`src/cfs_pkg.sv`:
```
`default_nettype none
package cfs_pkg;

	////////////////////////////////////////////////////////////////////////////////
	// Time base.
	localparam int CLK_HZ          = 20_000_000;
	localparam int US_PER_S        = 1_000_000;
	localparam int US_CYCLES       = CLK_HZ / US_PER_S;
	localparam int US_PER_MS_DEF   = 1000;
	localparam int MS_PER_S        = 1000;

	typedef logic [17:0] cfs_cnt_t;

	// Deglitch, relax, hiccup and watchdog intervals in their own units.
	localparam int INPUT_OVERVOLTAGE_RISE_US    = 100;
	localparam int INPUT_OVERVOLTAGE_FALL_MS    = 1;
	localparam int OC_RISE_US_DEF  = 250;
	localparam int OC_FALL_MS      = 250;
	localparam int DISCHARGE_OVERCURRENT_RELAX_MS  = 250;
	localparam int UV_DEGLITCH_MS  = 2;
	localparam int HICCUP_OFF_MS   = 500;
	localparam int HICCUP_RETRY_MS = 10;
	localparam int HICCUP_WINDOW_S = 90;
	localparam int WDT_LONG_S      = 175;
	localparam int WDT_MID_S       = 88;
	localparam int WDT_SHORT_S     = 5;
	localparam logic [2:0] HICCUP_MAX_FAILS = 3'h7;

	////////////////////////////////////////////////////////////////////////////////
	// Indices of the synchronised comparator and pin inputs.
	localparam int SI_VBUS_OV_RISE = 0;
	localparam int SI_VBUS_OV_FALL = 1;
	localparam int SI_IIN_133      = 2;
	localparam int SI_IIN_200      = 3;
	localparam int SI_SYS_OV       = 4;
	localparam int SI_BAT_104      = 5;
	localparam int SI_BAT_102      = 6;
	localparam int SI_DCHG_133     = 7;
	localparam int SI_DCHG_200     = 8;
	localparam int SI_DCHG_100MV   = 9;
	localparam int SI_DCHG_360MV   = 10;
	localparam int SI_BAT_3V       = 11;
	localparam int SI_BAT_VMIN     = 12;
	localparam int SI_SYS_UV       = 13;
	localparam int SI_TJ_155       = 14;
	localparam int SI_TJ_135       = 15;
	localparam int SI_ADAPTER      = 16;
	localparam int SI_CELL_LO      = 17;
	localparam int SI_CELL_HI      = 18;
	localparam int NSYNC           = 19;

	////////////////////////////////////////////////////////////////////////////////
	// Register map, byte addresses.
	localparam logic [7:0] ADDR_CHG_CURRENT = 8'h00;
	localparam logic [7:0] ADDR_CHG_VOLTAGE = 8'h04;
	localparam logic [7:0] ADDR_CONTROL     = 8'h08;
	localparam logic [7:0] ADDR_STATUS      = 8'h0C;

	// Control register fields.
	localparam int CTL_WDT_LO      = 0;
	localparam int CTL_WDT_HI      = 1;
	localparam int CTL_IOC_EN      = 2;
	localparam int CTL_IOC_SEL     = 3;
	localparam int CTL_BOC_EN      = 4;
	localparam int CTL_BOC_SEL     = 5;
	localparam int CTL_UV_DIS      = 6;
	localparam int CTL_UV_NORETRY  = 7;
	localparam logic [7:0] CTL_RESET = 8'h03;

	// Status register fields.
	localparam int ST_IOC_FLAG     = 0;
	localparam int ST_SYSOV_FLAG   = 1;
	localparam int ST_BOC_FLAG     = 2;
	localparam int ST_UV_FLAG      = 3;
	localparam int ST_TH_FLAG      = 4;
	localparam int ST_IN_OV        = 8;
	localparam int ST_WDT_EXP      = 9;
	localparam int ST_CONV_EN      = 10;
	localparam int ST_BAT_OV       = 11;
	localparam int ST_CELLS_LO     = 12;
	localparam int ST_CELLS_HI     = 13;

	// Watchdog select codes.
	localparam logic [1:0] WDT_OFF   = 2'h0;
	localparam logic [1:0] WDT_SHORT = 2'h1;
	localparam logic [1:0] WDT_MID   = 2'h2;

	// Default charge voltage per cell count, 8 mV per step.
	localparam logic [11:0] CV_1S = 12'h20D;
	localparam logic [11:0] CV_2S = 12'h41A;
	localparam logic [11:0] CV_3S = 12'h627;
	localparam logic [11:0] CV_4S = 12'h834;
	localparam logic [1:0]  CELLS_1S = 2'h0;
	localparam logic [1:0]  CELLS_2S = 2'h1;
	localparam logic [1:0]  CELLS_3S = 2'h2;

	// System overvoltage threshold codes: 6 V, 12 V, 19.5 V.
	localparam logic [1:0] OVP_6V    = 2'h0;
	localparam logic [1:0] OVP_12V   = 2'h1;
	localparam logic [1:0] OVP_19V5  = 2'h2;

	// Charge current cap codes: none, 384 mA, 2 A.
	localparam logic [1:0] CAP_NONE  = 2'h0;
	localparam logic [1:0] CAP_384MA = 2'h1;
	localparam logic [1:0] CAP_2A    = 2'h2;

	localparam int HTRANS_ACTIVE = 1;

	typedef enum logic [1:0] {
		CFS_UV_RUN,
		CFS_UV_OFF,
		CFS_UV_RETRY,
		CFS_UV_LATCH
	} cfs_uv_t;

endpackage : cfs_pkg
`default_nettype wire

```
`src/cfs_top.sv`:
```
// Our own choices: the AHB-Lite slave port and the register offsets.
`timescale 1ns/10ps
`default_nettype none
module cfs_top
	import cfs_pkg::*;
#(
	parameter int US_PER_MS  = US_PER_MS_DEF,
	parameter int OC_RISE_US = OC_RISE_US_DEF
) (
	// Clock and reset.
	input  wire logic        hclk,
	input  wire logic        hresetn,
	// AHB-Lite slave.
	input  wire logic        hsel,
	input  wire logic [31:0] haddr,
	input  wire logic [1:0]  htrans,
	input  wire logic        hwrite,
	input  wire logic [2:0]  hsize,
	input  wire logic [31:0] hwdata,
	input  wire logic        hready,
	output logic      [31:0] hrdata,
	output logic             hreadyout,
	output logic             hresp,
	// Analog comparator results and pins.
	input  wire logic        vbus_above_ov_rise,
	input  wire logic        vbus_above_ov_fall,
	input  wire logic        iin_above_133pct,
	input  wire logic        iin_above_200pct,
	input  wire logic        vsys_above_ovp,
	input  wire logic        vbat_above_104pct,
	input  wire logic        vbat_above_102pct,
	input  wire logic        idchg_above_133pct,
	input  wire logic        idchg_above_200pct,
	input  wire logic        idchg_above_100mv,
	input  wire logic        idchg_above_360mv,
	input  wire logic        vbat_below_3v,
	input  wire logic        vbat_below_min_system_voltage,
	input  wire logic        vsys_below_uv,
	input  wire logic        tj_above_155c,
	input  wire logic        tj_above_135c,
	input  wire logic        adapter_present,
	input  wire logic [1:0]  cell_config_pin,
	// Controls to the power stage.
	output logic             converter_en,
	output logic             adapter_good_out,
	output logic             switches_off,
	output logic             sys_discharge_en,
	output logic             input_current_clamp,
	output logic      [1:0]  charge_cap_code,
	output logic      [1:0]  sys_ov_threshold_sel,
	output logic      [6:0]  charge_current_limit,
	output logic      [11:0] charge_voltage_limit
);

	////////////////////////////////////////////////////////////////////////////////
	// State.
	typedef struct packed {
		logic [NSYNC-1:0] s1;
		logic [NSYNC-1:0] s2;
		logic [4:0]       us_div;
		logic [9:0]       ms_div;
		logic             tick_us;
		logic             tick_ms;
		cfs_cnt_t         ov_cnt;
		logic             in_ov;
		cfs_cnt_t         ioc_cnt;
		logic             in_oc;
		cfs_cnt_t         boc_cnt;
		logic             bat_oc;
		logic             bat_ov;
		logic             hot;
		cfs_cnt_t         uv_cnt;
		cfs_uv_t          uv_st;
		cfs_cnt_t         uv_tmr;
		logic [2:0]       uv_fails;
		cfs_cnt_t         uv_win;
		cfs_cnt_t         wdt_cnt;
		logic             wdt_exp;
		logic             adapter_d;
		logic [6:0]       cc;
		logic [11:0]      cv;
		logic             cv_written;
		logic [1:0]       cells;
		logic [7:0]       ctl;
		logic             ioc_flag;
		logic             sysov_flag;
		logic             boc_flag;
		logic             uv_flag;
		logic             th_flag;
		logic             dp_wr;
		logic [7:0]       dp_addr;
		logic [31:0]      rdata;
		logic             ready;
		logic             conv_en;
		logic             adapter_good;
		logic             fets_off;
		logic             sys_dis;
		logic             iin_clamp;
		logic [1:0]       cap;
		logic [1:0]       ovp_sel;
	} cfs_state_t;

	cfs_state_t st_reg;
	cfs_state_t st_next;

	// Counter step: restarts when the condition drops, saturates at the limit.
	// Expiry waits for one more tick after saturation, so a full interval has passed.
	function automatic cfs_cnt_t dg_step(input cfs_cnt_t c, input logic cond,
		input logic tick, input cfs_cnt_t lim);
		if (!cond) begin
			dg_step = '0;
		end else if (tick && (c != lim)) begin
			dg_step = c + 18'h00001;
		end else begin
			dg_step = c;
		end
	endfunction : dg_step

	function automatic cfs_cnt_t wdt_limit(input logic [1:0] sel);
		case (sel)
			WDT_SHORT: wdt_limit = cfs_cnt_t'(WDT_SHORT_S * MS_PER_S);
			WDT_MID:   wdt_limit = cfs_cnt_t'(WDT_MID_S * MS_PER_S);
			default:   wdt_limit = cfs_cnt_t'(WDT_LONG_S * MS_PER_S);
		endcase
	endfunction : wdt_limit

	function automatic logic [11:0] cv_default(input logic [1:0] cells);
		case (cells)
			CELLS_1S: cv_default = CV_1S;
			CELLS_2S: cv_default = CV_2S;
			CELLS_3S: cv_default = CV_3S;
			default:  cv_default = CV_4S;
		endcase
	endfunction : cv_default

	////////////////////////////////////////////////////////////////////////////////
	// Next-state logic.
	always_comb begin
		logic [NSYNC-1:0] in_raw;
		logic [NSYNC-1:0] sy;
		logic             addr_ph;
		logic             wr_cc;
		logic             wr_cv;
		logic             wr_ctl;
		logic             wr_st;
		logic             rd_st;
		logic             charging;
		logic             ioc_trip;
		logic             boc_above;
		logic             boc_trip;
		logic             uv_deg;
		logic             uv_off;
		cfs_cnt_t         lim;
		logic [31:0]      rmux;
		addr_ph = 1'b0;
		wr_cc = 1'b0;
		wr_cv = 1'b0;
		wr_ctl = 1'b0;
		wr_st = 1'b0;
		rd_st = 1'b0;
		charging = 1'b0;
		ioc_trip = 1'b0;
		boc_above = 1'b0;
		boc_trip = 1'b0;
		uv_deg = 1'b0;
		uv_off = 1'b0;
		lim = '0;
		rmux = '0;
		in_raw = '0;
		sy = st_reg.s2;
		st_next = st_reg;
		in_raw[SI_VBUS_OV_RISE] = vbus_above_ov_rise;
		in_raw[SI_VBUS_OV_FALL] = vbus_above_ov_fall;
		in_raw[SI_IIN_133] = iin_above_133pct;
		in_raw[SI_IIN_200] = iin_above_200pct;
		in_raw[SI_SYS_OV] = vsys_above_ovp;
		in_raw[SI_BAT_104] = vbat_above_104pct;
		in_raw[SI_BAT_102] = vbat_above_102pct;
		in_raw[SI_DCHG_133] = idchg_above_133pct;
		in_raw[SI_DCHG_200] = idchg_above_200pct;
		in_raw[SI_DCHG_100MV] = idchg_above_100mv;
		in_raw[SI_DCHG_360MV] = idchg_above_360mv;
		in_raw[SI_BAT_3V] = vbat_below_3v;
		in_raw[SI_BAT_VMIN] = vbat_below_min_system_voltage;
		in_raw[SI_SYS_UV] = vsys_below_uv;
		in_raw[SI_TJ_155] = tj_above_155c;
		in_raw[SI_TJ_135] = tj_above_135c;
		in_raw[SI_ADAPTER] = adapter_present;
		in_raw[SI_CELL_HI:SI_CELL_LO] = cell_config_pin;
		st_next.s1 = in_raw;
		st_next.s2 = st_reg.s1;

		st_next.tick_us = (st_reg.us_div == 5'(US_CYCLES - 1));
		st_next.us_div = st_next.tick_us ? 5'h00 : st_reg.us_div + 5'h01;
		st_next.tick_ms = 1'b0;
		if (st_reg.tick_us) begin
			st_next.tick_ms = (st_reg.ms_div == 10'(US_PER_MS - 1));
			st_next.ms_div = st_next.tick_ms ? 10'h000 : st_reg.ms_div + 10'h001;
		end

		// Bus decode: reads are sampled in the address phase and answer in the data phase, writes land in the data phase.
		addr_ph = hsel && hready && htrans[HTRANS_ACTIVE];
		st_next.dp_wr = addr_ph && hwrite;
		st_next.dp_addr = haddr[7:0];
		wr_cc = st_reg.dp_wr && (st_reg.dp_addr == ADDR_CHG_CURRENT);
		wr_cv = st_reg.dp_wr && (st_reg.dp_addr == ADDR_CHG_VOLTAGE);
		wr_ctl = st_reg.dp_wr && (st_reg.dp_addr == ADDR_CONTROL);
		wr_st = st_reg.dp_wr && (st_reg.dp_addr == ADDR_STATUS);
		rd_st = addr_ph && !hwrite && (haddr[7:0] == ADDR_STATUS);
		st_next.ready = 1'b1;
		rmux = '0;
		case (haddr[7:0])
			ADDR_CHG_CURRENT: rmux[6:0] = st_reg.cc;
			ADDR_CHG_VOLTAGE: rmux[11:0] = st_reg.cv;
			ADDR_CONTROL:     rmux[7:0] = st_reg.ctl;
			ADDR_STATUS: begin
				rmux[ST_IOC_FLAG] = st_reg.ioc_flag;
				rmux[ST_SYSOV_FLAG] = st_reg.sysov_flag;
				rmux[ST_BOC_FLAG] = st_reg.boc_flag;
				rmux[ST_UV_FLAG] = st_reg.uv_flag;
				rmux[ST_TH_FLAG] = st_reg.th_flag;
				rmux[ST_IN_OV] = st_reg.in_ov;
				rmux[ST_WDT_EXP] = st_reg.wdt_exp;
				rmux[ST_CONV_EN] = st_reg.conv_en;
				rmux[ST_CELLS_HI:ST_CELLS_LO] = st_reg.cells;
			end
			default: rmux = '0;
		endcase
		if (addr_ph && !hwrite) begin
			st_next.rdata = rmux;
		end

		if (wr_cc) begin
			st_next.cc = hwdata[6:0];
		end
		if (wr_ctl) begin
			st_next.ctl = hwdata[7:0];
		end
		if (wr_cv) begin
			st_next.cv = hwdata[11:0];
			st_next.cv_written = 1'b1;
		end else if (!st_reg.cv_written) begin
			st_next.cells = sy[SI_CELL_HI:SI_CELL_LO];
			st_next.cv = cv_default(st_reg.cells);
		end
		case (st_reg.cells)
			CELLS_1S: st_next.ovp_sel = OVP_6V;
			CELLS_2S: st_next.ovp_sel = OVP_12V;
			default:  st_next.ovp_sel = OVP_19V5;
		endcase

		if (wr_cc || wr_cv || wr_ctl) begin
			st_next.wdt_cnt = '0;
			st_next.wdt_exp = 1'b0;
		end else if ((st_reg.ctl[CTL_WDT_HI:CTL_WDT_LO] != WDT_OFF) && !st_reg.wdt_exp) begin
			lim = wdt_limit(st_reg.ctl[CTL_WDT_HI:CTL_WDT_LO]);
			st_next.wdt_cnt = dg_step(st_reg.wdt_cnt, 1'b1, st_reg.tick_ms, lim);
			if ((st_reg.wdt_cnt == lim) && st_reg.tick_ms) begin
				st_next.wdt_exp = 1'b1;
				st_next.cc = '0;
			end
		end
		charging = (st_reg.cc != 7'h00);

		if (!st_reg.in_ov) begin
			lim = cfs_cnt_t'(INPUT_OVERVOLTAGE_RISE_US);
			st_next.ov_cnt = dg_step(st_reg.ov_cnt, sy[SI_VBUS_OV_RISE], st_reg.tick_us, lim);
			if ((st_reg.ov_cnt == lim) && st_reg.tick_us) begin
				st_next.in_ov = 1'b1;
				st_next.ov_cnt = '0;
			end
		end else begin
			lim = cfs_cnt_t'(INPUT_OVERVOLTAGE_FALL_MS);
			st_next.ov_cnt = dg_step(st_reg.ov_cnt, !sy[SI_VBUS_OV_FALL], st_reg.tick_ms, lim);
			if ((st_reg.ov_cnt == lim) && st_reg.tick_ms) begin
				st_next.in_ov = 1'b0;
				st_next.ov_cnt = '0;
			end
		end

		ioc_trip = st_reg.ctl[CTL_IOC_SEL] ? sy[SI_IIN_200] : sy[SI_IIN_133];
		if (!st_reg.ctl[CTL_IOC_EN]) begin
			st_next.in_oc = 1'b0;
			st_next.ioc_cnt = '0;
		end else if (!st_reg.in_oc) begin
			lim = cfs_cnt_t'(OC_RISE_US);
			st_next.ioc_cnt = dg_step(st_reg.ioc_cnt, ioc_trip, st_reg.tick_us, lim);
			if ((st_reg.ioc_cnt == lim) && st_reg.tick_us) begin
				st_next.in_oc = 1'b1;
				st_next.ioc_cnt = '0;
			end
		end else begin
			lim = cfs_cnt_t'(OC_FALL_MS);
			st_next.ioc_cnt = dg_step(st_reg.ioc_cnt, !ioc_trip, st_reg.tick_ms, lim);
			if ((st_reg.ioc_cnt == lim) && st_reg.tick_ms) begin
				st_next.in_oc = 1'b0;
				st_next.ioc_cnt = '0;
			end
		end

		boc_above = st_reg.ctl[CTL_BOC_SEL] ? sy[SI_DCHG_200] : sy[SI_DCHG_133];
		boc_trip = (boc_above && sy[SI_DCHG_100MV]) || sy[SI_DCHG_360MV];
		if (!st_reg.ctl[CTL_BOC_EN]) begin
			st_next.bat_oc = 1'b0;
			st_next.boc_cnt = '0;
		end else if (!st_reg.bat_oc) begin
			lim = cfs_cnt_t'(OC_RISE_US);
			st_next.boc_cnt = dg_step(st_reg.boc_cnt, boc_trip, st_reg.tick_us, lim);
			if ((st_reg.boc_cnt == lim) && st_reg.tick_us) begin
				st_next.bat_oc = 1'b1;
				st_next.boc_cnt = '0;
			end
		end else begin
			lim = cfs_cnt_t'(DISCHARGE_OVERCURRENT_RELAX_MS);
			st_next.boc_cnt = dg_step(st_reg.boc_cnt, !boc_trip, st_reg.tick_ms, lim);
			if ((st_reg.boc_cnt == lim) && st_reg.tick_ms) begin
				st_next.bat_oc = 1'b0;
				st_next.boc_cnt = '0;
			end
		end

		if (sy[SI_BAT_104]) begin
			st_next.bat_ov = 1'b1;
		end else if (!sy[SI_BAT_102]) begin
			st_next.bat_ov = 1'b0;
		end

		if (sy[SI_TJ_155]) begin
			st_next.hot = 1'b1;
		end else if (!sy[SI_TJ_135]) begin
			st_next.hot = 1'b0;
		end

		// Sticky flags: a set in the cycle of a clear wins.
		if (rd_st) begin
			st_next.ioc_flag = 1'b0;
			st_next.boc_flag = 1'b0;
			st_next.th_flag = 1'b0;
		end
		if (wr_st && !hwdata[ST_SYSOV_FLAG]) begin
			st_next.sysov_flag = 1'b0;
		end
		st_next.adapter_d = sy[SI_ADAPTER];
		if (sy[SI_ADAPTER] && !st_reg.adapter_d) begin
			st_next.sysov_flag = 1'b0;
		end
		if (st_reg.in_oc) begin
			st_next.ioc_flag = 1'b1;
		end
		if (st_reg.bat_oc) begin
			st_next.boc_flag = 1'b1;
		end
		if (st_reg.hot) begin
			st_next.th_flag = 1'b1;
		end
		if (sy[SI_SYS_OV]) begin
			st_next.sysov_flag = 1'b1;
		end

		lim = cfs_cnt_t'(UV_DEGLITCH_MS);
		st_next.uv_cnt = dg_step(st_reg.uv_cnt, sy[SI_SYS_UV] && !st_reg.ctl[CTL_UV_DIS],
			st_reg.tick_ms, lim);
		uv_deg = (st_reg.uv_cnt == lim) && st_reg.tick_ms;
		if (st_reg.uv_fails != 3'h0) begin
			lim = cfs_cnt_t'(HICCUP_WINDOW_S * MS_PER_S);
			st_next.uv_win = dg_step(st_reg.uv_win, 1'b1, st_reg.tick_ms, lim);
			if ((st_reg.uv_win == lim) && st_reg.tick_ms) begin
				st_next.uv_fails = 3'h0;
				st_next.uv_win = '0;
			end
		end
		st_next.uv_tmr = dg_step(st_reg.uv_tmr, 1'b1, st_reg.tick_ms, '1);
		case (st_reg.uv_st)
			CFS_UV_RUN: begin
				st_next.uv_tmr = '0;
				if (uv_deg) begin
					st_next.uv_cnt = '0;
					if (st_reg.ctl[CTL_UV_NORETRY]) begin
						st_next.uv_st = CFS_UV_LATCH;
					end else begin
						st_next.uv_st = CFS_UV_OFF;
					end
				end
			end
			CFS_UV_OFF: begin
				if ((st_reg.uv_tmr == cfs_cnt_t'(HICCUP_OFF_MS)) && st_reg.tick_ms) begin
					st_next.uv_tmr = '0;
					st_next.uv_st = CFS_UV_RETRY;
				end
			end
			CFS_UV_RETRY: begin
				if (!sy[SI_SYS_UV] || st_reg.ctl[CTL_UV_DIS]) begin
					st_next.uv_st = CFS_UV_RUN;
				end else if ((st_reg.uv_tmr == cfs_cnt_t'(HICCUP_RETRY_MS)) && st_reg.tick_ms) begin
					st_next.uv_tmr = '0;
					st_next.uv_fails = st_reg.uv_fails + 3'h1;
					if (st_reg.uv_fails == HICCUP_MAX_FAILS - 3'h1) begin
						st_next.uv_st = CFS_UV_LATCH;
					end else begin
						st_next.uv_st = CFS_UV_OFF;
					end
				end
			end
			CFS_UV_LATCH: begin
				st_next.uv_flag = 1'b1;
				if (wr_st && !hwdata[ST_UV_FLAG]) begin
					st_next.uv_flag = 1'b0;
					st_next.uv_fails = 3'h0;
					st_next.uv_win = '0;
					st_next.uv_st = CFS_UV_RUN;
				end
			end
			default: st_next.uv_st = CFS_UV_RUN;
		endcase
		uv_off = (st_reg.uv_st == CFS_UV_OFF) || (st_reg.uv_st == CFS_UV_LATCH);

		// Registered outputs.
		// input limit clamp
		st_next.iin_clamp = uv_deg || (st_reg.uv_st != CFS_UV_RUN);
		st_next.fets_off = st_reg.bat_ov && charging;
		st_next.sys_dis = st_reg.bat_ov && charging;
		st_next.adapter_good = sy[SI_ADAPTER] && !st_reg.in_ov;
		st_next.conv_en = !st_reg.in_ov && !st_reg.in_oc && !st_reg.bat_oc && !st_reg.hot
			&& !st_reg.sysov_flag && !uv_off && !(st_reg.bat_ov && charging);
		st_next.cap = CAP_NONE;
		if (charging && (st_reg.cells != CELLS_1S) && sy[SI_BAT_VMIN]) begin
			st_next.cap = CAP_384MA;
		end else if (charging && (st_reg.cells == CELLS_1S)) begin
			if (sy[SI_BAT_3V]) begin
				st_next.cap = CAP_384MA;
			end else if (sy[SI_BAT_VMIN]) begin
				st_next.cap = CAP_2A;
			end
		end
	end

	////////////////////////////////////////////////////////////////////////////////
	// State register.
	always_ff @(posedge hclk or negedge hresetn) begin
		if (!hresetn) begin
			st_reg <= '0;
			st_reg.ctl <= CTL_RESET;
			st_reg.cv <= CV_1S;
		end else begin
			st_reg <= st_next;
		end
	end

	assign hrdata = st_reg.rdata;
	assign hreadyout = st_reg.ready;
	assign hresp = 1'b0;
	assign converter_en = st_reg.conv_en;
	assign adapter_good_out = st_reg.adapter_good;
	assign switches_off = st_reg.fets_off;
	assign sys_discharge_en = st_reg.sys_dis;
	assign input_current_clamp = st_reg.iin_clamp;
	assign charge_cap_code = st_reg.cap;
	assign sys_ov_threshold_sel = st_reg.ovp_sel;
	assign charge_current_limit = st_reg.cc;
	assign charge_voltage_limit = st_reg.cv;

endmodule : cfs_top
`default_nettype wire

```
`config.mk`:
```
export PLATFORM = sky130hd
export DESIGN_NAME = cfs_top
export DESIGN_NICKNAME = d
export VERILOG_FILES = /design/src/cfs_pkg.sv /design/src/cfs_top.sv
export SDC_FILE = /design/constraint.sdc
export NUM_CORES = 1
export LEC_CHECK = 0
export BUFFER_PORTS_ARGS = -buffer_cell sky130_fd_sc_hd__buf_2
export CELL_PAD_IN_SITES_DETAIL_PLACEMENT = 1
export CELL_PAD_IN_SITES_GLOBAL_PLACEMENT = 1
export CORE_ASPECT_RATIO = 0.9
export CORE_MARGIN = 4
export CORE_UTILIZATION = 25
export DETAILED_ROUTE_END_ITERATION = 8
export HOLD_SLACK_MARGIN = 0.08
export PLACE_DENSITY_LB_ADDON = 0.1
export SLEW_MARGIN = 0
export SYNTH_ARGS = -nofsm -noshare
export SYNTH_HDL_FRONTEND = slang
export SYNTH_SLANG_ARGS = --single-unit
```
`constraint.sdc`:
```
create_clock -name hclk -period 5.2 [get_ports hclk]
set_input_delay 1.56 -clock hclk [delete_from_list [all_inputs] [get_ports hclk]]
set_output_delay 1.56 -clock hclk [all_outputs]
set_load 0.02 [all_outputs]
```
==> results of run 1 <==
worst max-delay path by stage:
stage          slack (ns)                       to  cells past startpoint
2_1_floorplan        2.56                hrdata[1]                      4
3_3_place_gp         1.79                hrdata[8]                      7
3_5_place_dp         1.81                hrdata[8]                      7
4_1_cts              2.29  charge_current_limit[4]                      1
5_1_grt              2.17              st_reg[103]                      6
6_report             2.36  charge_voltage_limit[2]                      1
cell type report:
| class | count | area share (%) |
|---|---|---|
| Sequential cell | 260 | 44.2 |
| Multi-Input combinational cell | 872 | 37.5 |
| Clock buffer | 50 | 6.99 |
| Tap cell | 680 | 5.77 |
| Timing Repair Buffer | 94 | 3.63 |
| Inverter | 47 | 1.20 |
| Clock inverter | 9 | 0.772 |
cell usage after synthesis, types with 4 or more instances:
master / count / area [µm²]
dfrtp_1: 254 / 6360
nor2_1: 161 / 604
nand2_1: 102 / 383
buf_4: 60 / 450
xnor2_1: 55 / 482
nand4_1: 53 / 332
nand3_1: 50 / 250
xor2_1: 48 / 420
inv_1: 47 / 176
a21oi_1: 35 / 175
nor3_1: 32 / 160
o21ai_0: 32 / 160
ha_1: 28 / 350
clkbuf_1: 24 / 90.1
mux2i_1: 20 / 200
and3_1: 19 / 119
nor4_1: 18 / 113
mux2_2: 17 / 191
o31ai_1: 16 / 120
or4_1: 15 / 113
and4_1: 14 / 123
nor4b_1: 12 / 105
or3_1: 10 / 62.6
a21o_1: 9 / 67.6
a222oi_1: 8 / 80.1
and2_1: 8 / 50.1
buf_2: 7 / 35.0
nand2b_1: 7 / 43.8
dfstp_2: 6 / 158
a211oi_1: 5 / 37.5
a31oi_1: 5 / 31.3
nand4b_1: 5 / 43.8
nor2b_1: 5 / 31.3
or3b_2: 5 / 43.8
nand3b_1: 4 / 30.0
nor4bb_1: 4 / 40.0
stage by stage:
stage	hold WS [ns]	area, µm²	setup slack (ns)	utilization (%)	std cells
after floorplan	0.331	12800	2.56	-	1273
after global placement	0.334	13600	1.79	27.0	1953
after detailed placement	0.336	13600	1.81	27.0	1953
after CTS	0.349	14700	2.29	29.2	2012
after global routing	0.355	14700	2.17	29.2	2012
final	0.346	14700	2.36	29.2	2012
power by group through the flow:
| stage | logic (µW) | clock network (µW) | registers, µW |
|---|---|---|---|
| after floorplan | 130 | 0 | 2120 |
| after global routing | 240 | 2610 | 2110 |
| after CTS | 218 | 2520 | 2100 |
| after detailed placement | 217 | 0 | 2140 |
| final | 209 | 2410 | 2100 |
| after global placement | 217 | 0 | 2140 |
logic make-up (layout without fill, tap and decap cells):
group | after synthesis | after routing
and+or+nand+nor | 543 | 543
DFF | 260 | 260
buffers and inverters | 141 | 200
AOI/OAI and AO/OA | 140 | 140
xor gates and xnor gates | 103 | 103
muxes | 38 | 38
adders and majority gates | 28 | 28
other | 2 | 20
metal layers:
layer  GRT usage [%]  vias to the layer above
met4            3.59                        4
li1                -                     4432
met3            3.07                       49
met1            18.4                     4709
met2            20.5                      105
met5               0                        -
==> impl_metrics.ini, run 1 <==
[min_path]
min-delay-path-class = register to register
whs_path_depth = 0
min_to = st_reg[249]
min_from = st_next[249]

[setup_path]
critPathRequiredTime_ns = 3.64
crit_family = flip-flops
regToRegSetupSlack_ns = 2.46
path_buf_inv = 1
cp_data_arrival_time_ns = 1.28
crit_path_end_kind = primary output
cp-startpoint = charge_voltage_limit[2]
crit_chain = buf_2
r2r-end = st_reg[87]
cpMaxStageDelayCell = dfstp_2
crit_fanout = 3
cp-start-kind = register
r2r_cells = 5
path_class = register to primary output
critPathMaxStageDelay_ns = 0.57
r2r-start = st_reg[46]

[synth]
synth_compound_area_share_pct = 7.52
avgSynthCellArea_um2 = 10.2
syn-instance-count = 1255
syn_area_um2 = 12700
synth_warnings = 0
yosys.area_share.xor_xnor_pct = 7.08
synth_edf_count = 0
synthSimpleGateAreaFrac_pct = 22.2
synth_top_family_by_area = simple AND/OR/NAND/NOR gates
ys_seq_area_share_pct = 51.1
ys_seq_elements = 260
synthArstFlopShare_pct = 100
synth_flop_cell = dfrtp_1
synthDistinctLibCells = 71
synth_fa_ha_area_share_pct = 2.75
synth.area.mux_share_pct = 3.19

[cts]
cts_sinks = 260
clk-insertion-delay-late_ns = 0.54
clk_path_buf_depth = 3
cts_hold_buf = 0
numCtsBuffers = 34
path_clk_slew_ns = 0.06
cts_tree = done
h-tree-depth = 2
post_cts.repair.setup_buffers = 0
cts_resized = 0
cts-root-buf = clkbuf_16

[pwr]
p_total_uw = 4720
p_clk_share_pct = 51.0
pwr-share-comb_pct = 4.4
ir_drop_v = 0.000148
power_density_nw_per_um2 = 320
p_switching_uw = 1110
leakage_uw = 0.00638
power_frac_seq_pct = 44.6
intPower_uw = 3600
swShare_pct = 23.6

[floorplan]
fp.dieH_um = 222
die_w_um = 246
core_area_um2 = 50500
num_rows = 78
ios = 155
die_area_um2 = 54600
initial_core_util_pct = 25.3

[timing]
maxSlewHeadroom_pct = 31.0
rsz0062_at_grt = no
drv_slew = 0
fmax_ghz = 0.352
fin_crit_sh_pct = 54.6
tightestPinTransition_ns = 1.03
finalSetupViolations = 0
finClkSkew_ns = 0.0220
hold_viol = 0
fin_crit_ns = 2.84
fin_setup_tns_ns = 0

[route]
met1_length_um = 17200
routed-via-count = 9299
wl_met3_um = 1460
drtIter0Drc = 451
met2WireLength_um = 16300
drt-wirelength-per-cell_um = 17.7
viasPerCell = 4.62
ant_nets = 0
wl_um = 35700
remaining_drc_errors = 0
top_layer_used = met5
first_pass_iters = 5

[final_layout]
final_cell_mix = dfrtp_1, nor2_1, nand2_1, buf_2, xnor2_1
antenna_cells = 0
ff_latch_area_um2 = 6510
nets = 1430
area_growth_pct = 15.7
fillCellCount = 5743
multi_input_area_um2 = 5530
largest_register_ffs = 198
layout-drive-gt1-share_pct = 14.6
final_common_cell = dfrtp_1

[placement]
io_buffer_count = 87
dp_hpwl_um = 24800
place_congestion = 0.712

[global_routing]
first_global_vias = 9724
antenna_found_initial = 2
gr-total-overflow = 0
grt_use_total_pct = 13.2
grt_pass1_wl_um = 57600
grt_max_degree = 106

[status]
status = finished clean

[run]
max-cap-violations = 0
Power figures use the tool's default switching activity.
==> run 2, diff against run 1 <==
Clock period 5.2 ns to 2.3 ns, I/O delays scaled along.
==> run 2 against run 1 <==
- non-clock buffer count is 62 higher
- hold slack worse by 0.080 ns
- sequential share of layout area is 1.6 points lower
- highest routed layer unchanged
==> impl_metrics.ini, run 2 (synthesis gave the netlist of run 1 again) <==
[setup_path]
crit_fanout = 3
cp-start-kind = register
crit_path_end_kind = register
cpMaxStageDelayCell = dfstp_2
crit_family = flip-flops
crit_chain = inv_2 -> ha_4 -> or3b_4 -> a2111oi_4 -> a31oi_2 -> buf_4 -> mux2i_1 -> nor2_1
critPathRequiredTime_ns = 2.72
cp_data_arrival_time_ns = 2.64
critPathMaxStageDelay_ns = 0.54
critical_path_depth = 8
r2r_cells = 8
r2r-end = st_reg[89]
regToRegSetupSlack_ns = 0.08
path_buf_inv = 2
path_class = register to register
r2r-start = st_reg[56]

[global_routing]
grt_max_degree = 64
gr-total-overflow = 0
grt_pass1_wl_um = 59300
antenna_found_initial = 3
grt_use_total_pct = 13.4
first_global_vias = 10200

[min_path]
min_to = st_next[241]
min-delay-path-class = primary input to register
whs_path_depth = 1
min_from = vbus_above_ov_rise

[final_layout]
final_cell_mix = dfrtp_1, nor2_1, nand2_1, buf_2, buf_4
final_common_cell = dfrtp_1
largest_register_ffs = 198
postLayoutCellArea_um2 = 15300
nets = 1492
layout-drive-gt1-share_pct = 19.0
final_util_pct = 30.3
antenna_cells = 0
area_growth_pct = 20.2

[pwr]
p_total_uw = 10400
swShare_pct = 24.0
power_frac_seq_pct = 45.6
pwr-share-comb_pct = 5.2
leakage_uw = 0.00668
ir_drop_v = 0.000461
intPower_uw = 7910
p_clk_share_pct = 49.2
power_density_nw_per_um2 = 680
p_switching_uw = 2500

[floorplan]
ios = 155
initial_core_util_pct = 25.3
core_area_um2 = 50500
die_area_um2 = 54600
die_w_um = 246
fp.dieH_um = 222
num_rows = 78

[timing]
maxSlewHeadroom_pct = 53.8
rsz0062_at_grt = yes
fmax_ghz = 0.450
fin_crit_ns = 2.22
hold_viol = 0
finalSetupViolations = 0
whs_ns = 0.265
fin_crit_sh_pct = 96.6
finClkSkew_ns = 0.0102
drv_slew = 0
layout_setup_ws_ns = 0.0774
tightestPinTransition_ns = 0.693

[route]
drtIter0Drc = 407
routed-via-count = 9482
remaining_drc_errors = 0
viasPerCell = 4.57
first_pass_iters = 6
wl_um = 36100
ant_nets = 0
drt-wirelength-per-cell_um = 17.4

[cts]
cts_sinks = 260
path_clk_slew_ns = 0.06
numCtsBuffers = 34
clk_path_buf_depth = 3
cts-root-buf = clkbuf_16
h-tree-depth = 2
cts_tree = done
clk-insertion-delay-late_ns = 0.53

[placement]
place_ws_ns = -0.190
io_buffer_count = 87
dp_hpwl_um = 26000
place_congestion = 0.704
dpl_cell_area_um2 = 14100

[status]
status = finished clean

[run]
max-cap-violations = 0
run 2: cell count changes in the layout (fill, tap and decap cells not counted), moves of 2 or more:
cell       before  now
buf_12          3    9
clkbuf_8       12    8
clkbuf_1        4    9
bufinv_16       2    0
inv_2           0    2
clkinv_2        4    6
ha_1           28   26
buf_4           4   58
nor4bb_1        4    2
inv_1          47   45
run 2: worst max path at each step:
stage                from    endpoint
2_1_floorplan  st_reg[56]  st_reg[90]
3_3_place_gp   st_reg[56]  st_reg[90]
3_5_place_dp   st_reg[56]  st_reg[90]
4_1_cts        st_reg[56]  st_reg[89]
5_1_grt        st_reg[56]  st_reg[89]
6_report       st_reg[56]  st_reg[89]
run 2: area by class of cell:
type / count / area [µm²]
Timing Repair Buffer: 156 / 1080
Sequential cell: 260 / 6510
Multi-Input combinational cell: 872 / 5620
Clock buffer: 52 / 1020
Clock inverter: 8 / 46.3
Inverter: 47 / 176
Tap cell: 680 / 851
Fill cell: 5771 / 35100
run 2: per-stage QoR:
step	cells	TNS, ns
after floorplan	1273	0
after global placement	2013	-0.143
after detailed placement	2013	-0.351
after CTS	2075	0
after global routing	2075	-0.00785
final	2075	0
run 2: power groups by stage:
stage	combinational, µW	sequential [µW]	clock, µW
floorplan	294	4800	0
global placement	544	4830	0
detailed placement	546	4830	0
CTS	554	4750	5370
global route	612	4760	5550
finish	536	4750	5120
run 2: routing by layer:
| layer | up-vias | global-route usage, % | share of wire (%) |
|---|---|---|---|
| met5 | - | 0 | 0.083 |
| met4 | 4 | 3.17 | 1.7 |
| met3 | 51 | 3.10 | 4.2 |
| met2 | 88 | 20.8 | 45 |
| met1 | 4785 | 19.1 | 49 |
| li1 | 4554 | - | - |
run 2: what timing repair did:
| item | in CTS | in global routing |
|---|---|---|
| resized for setup | 4 | 16 |
| endpoints found under the hold margin | 16 | 0 |
| hold buffers | 1 | 0 |
| gates cloned | 0 | 0 |
| pin swaps | 1 | 7 |
| setup endpoints to repair | 3 | 30 |
| setup buffers | 1 | 0 |
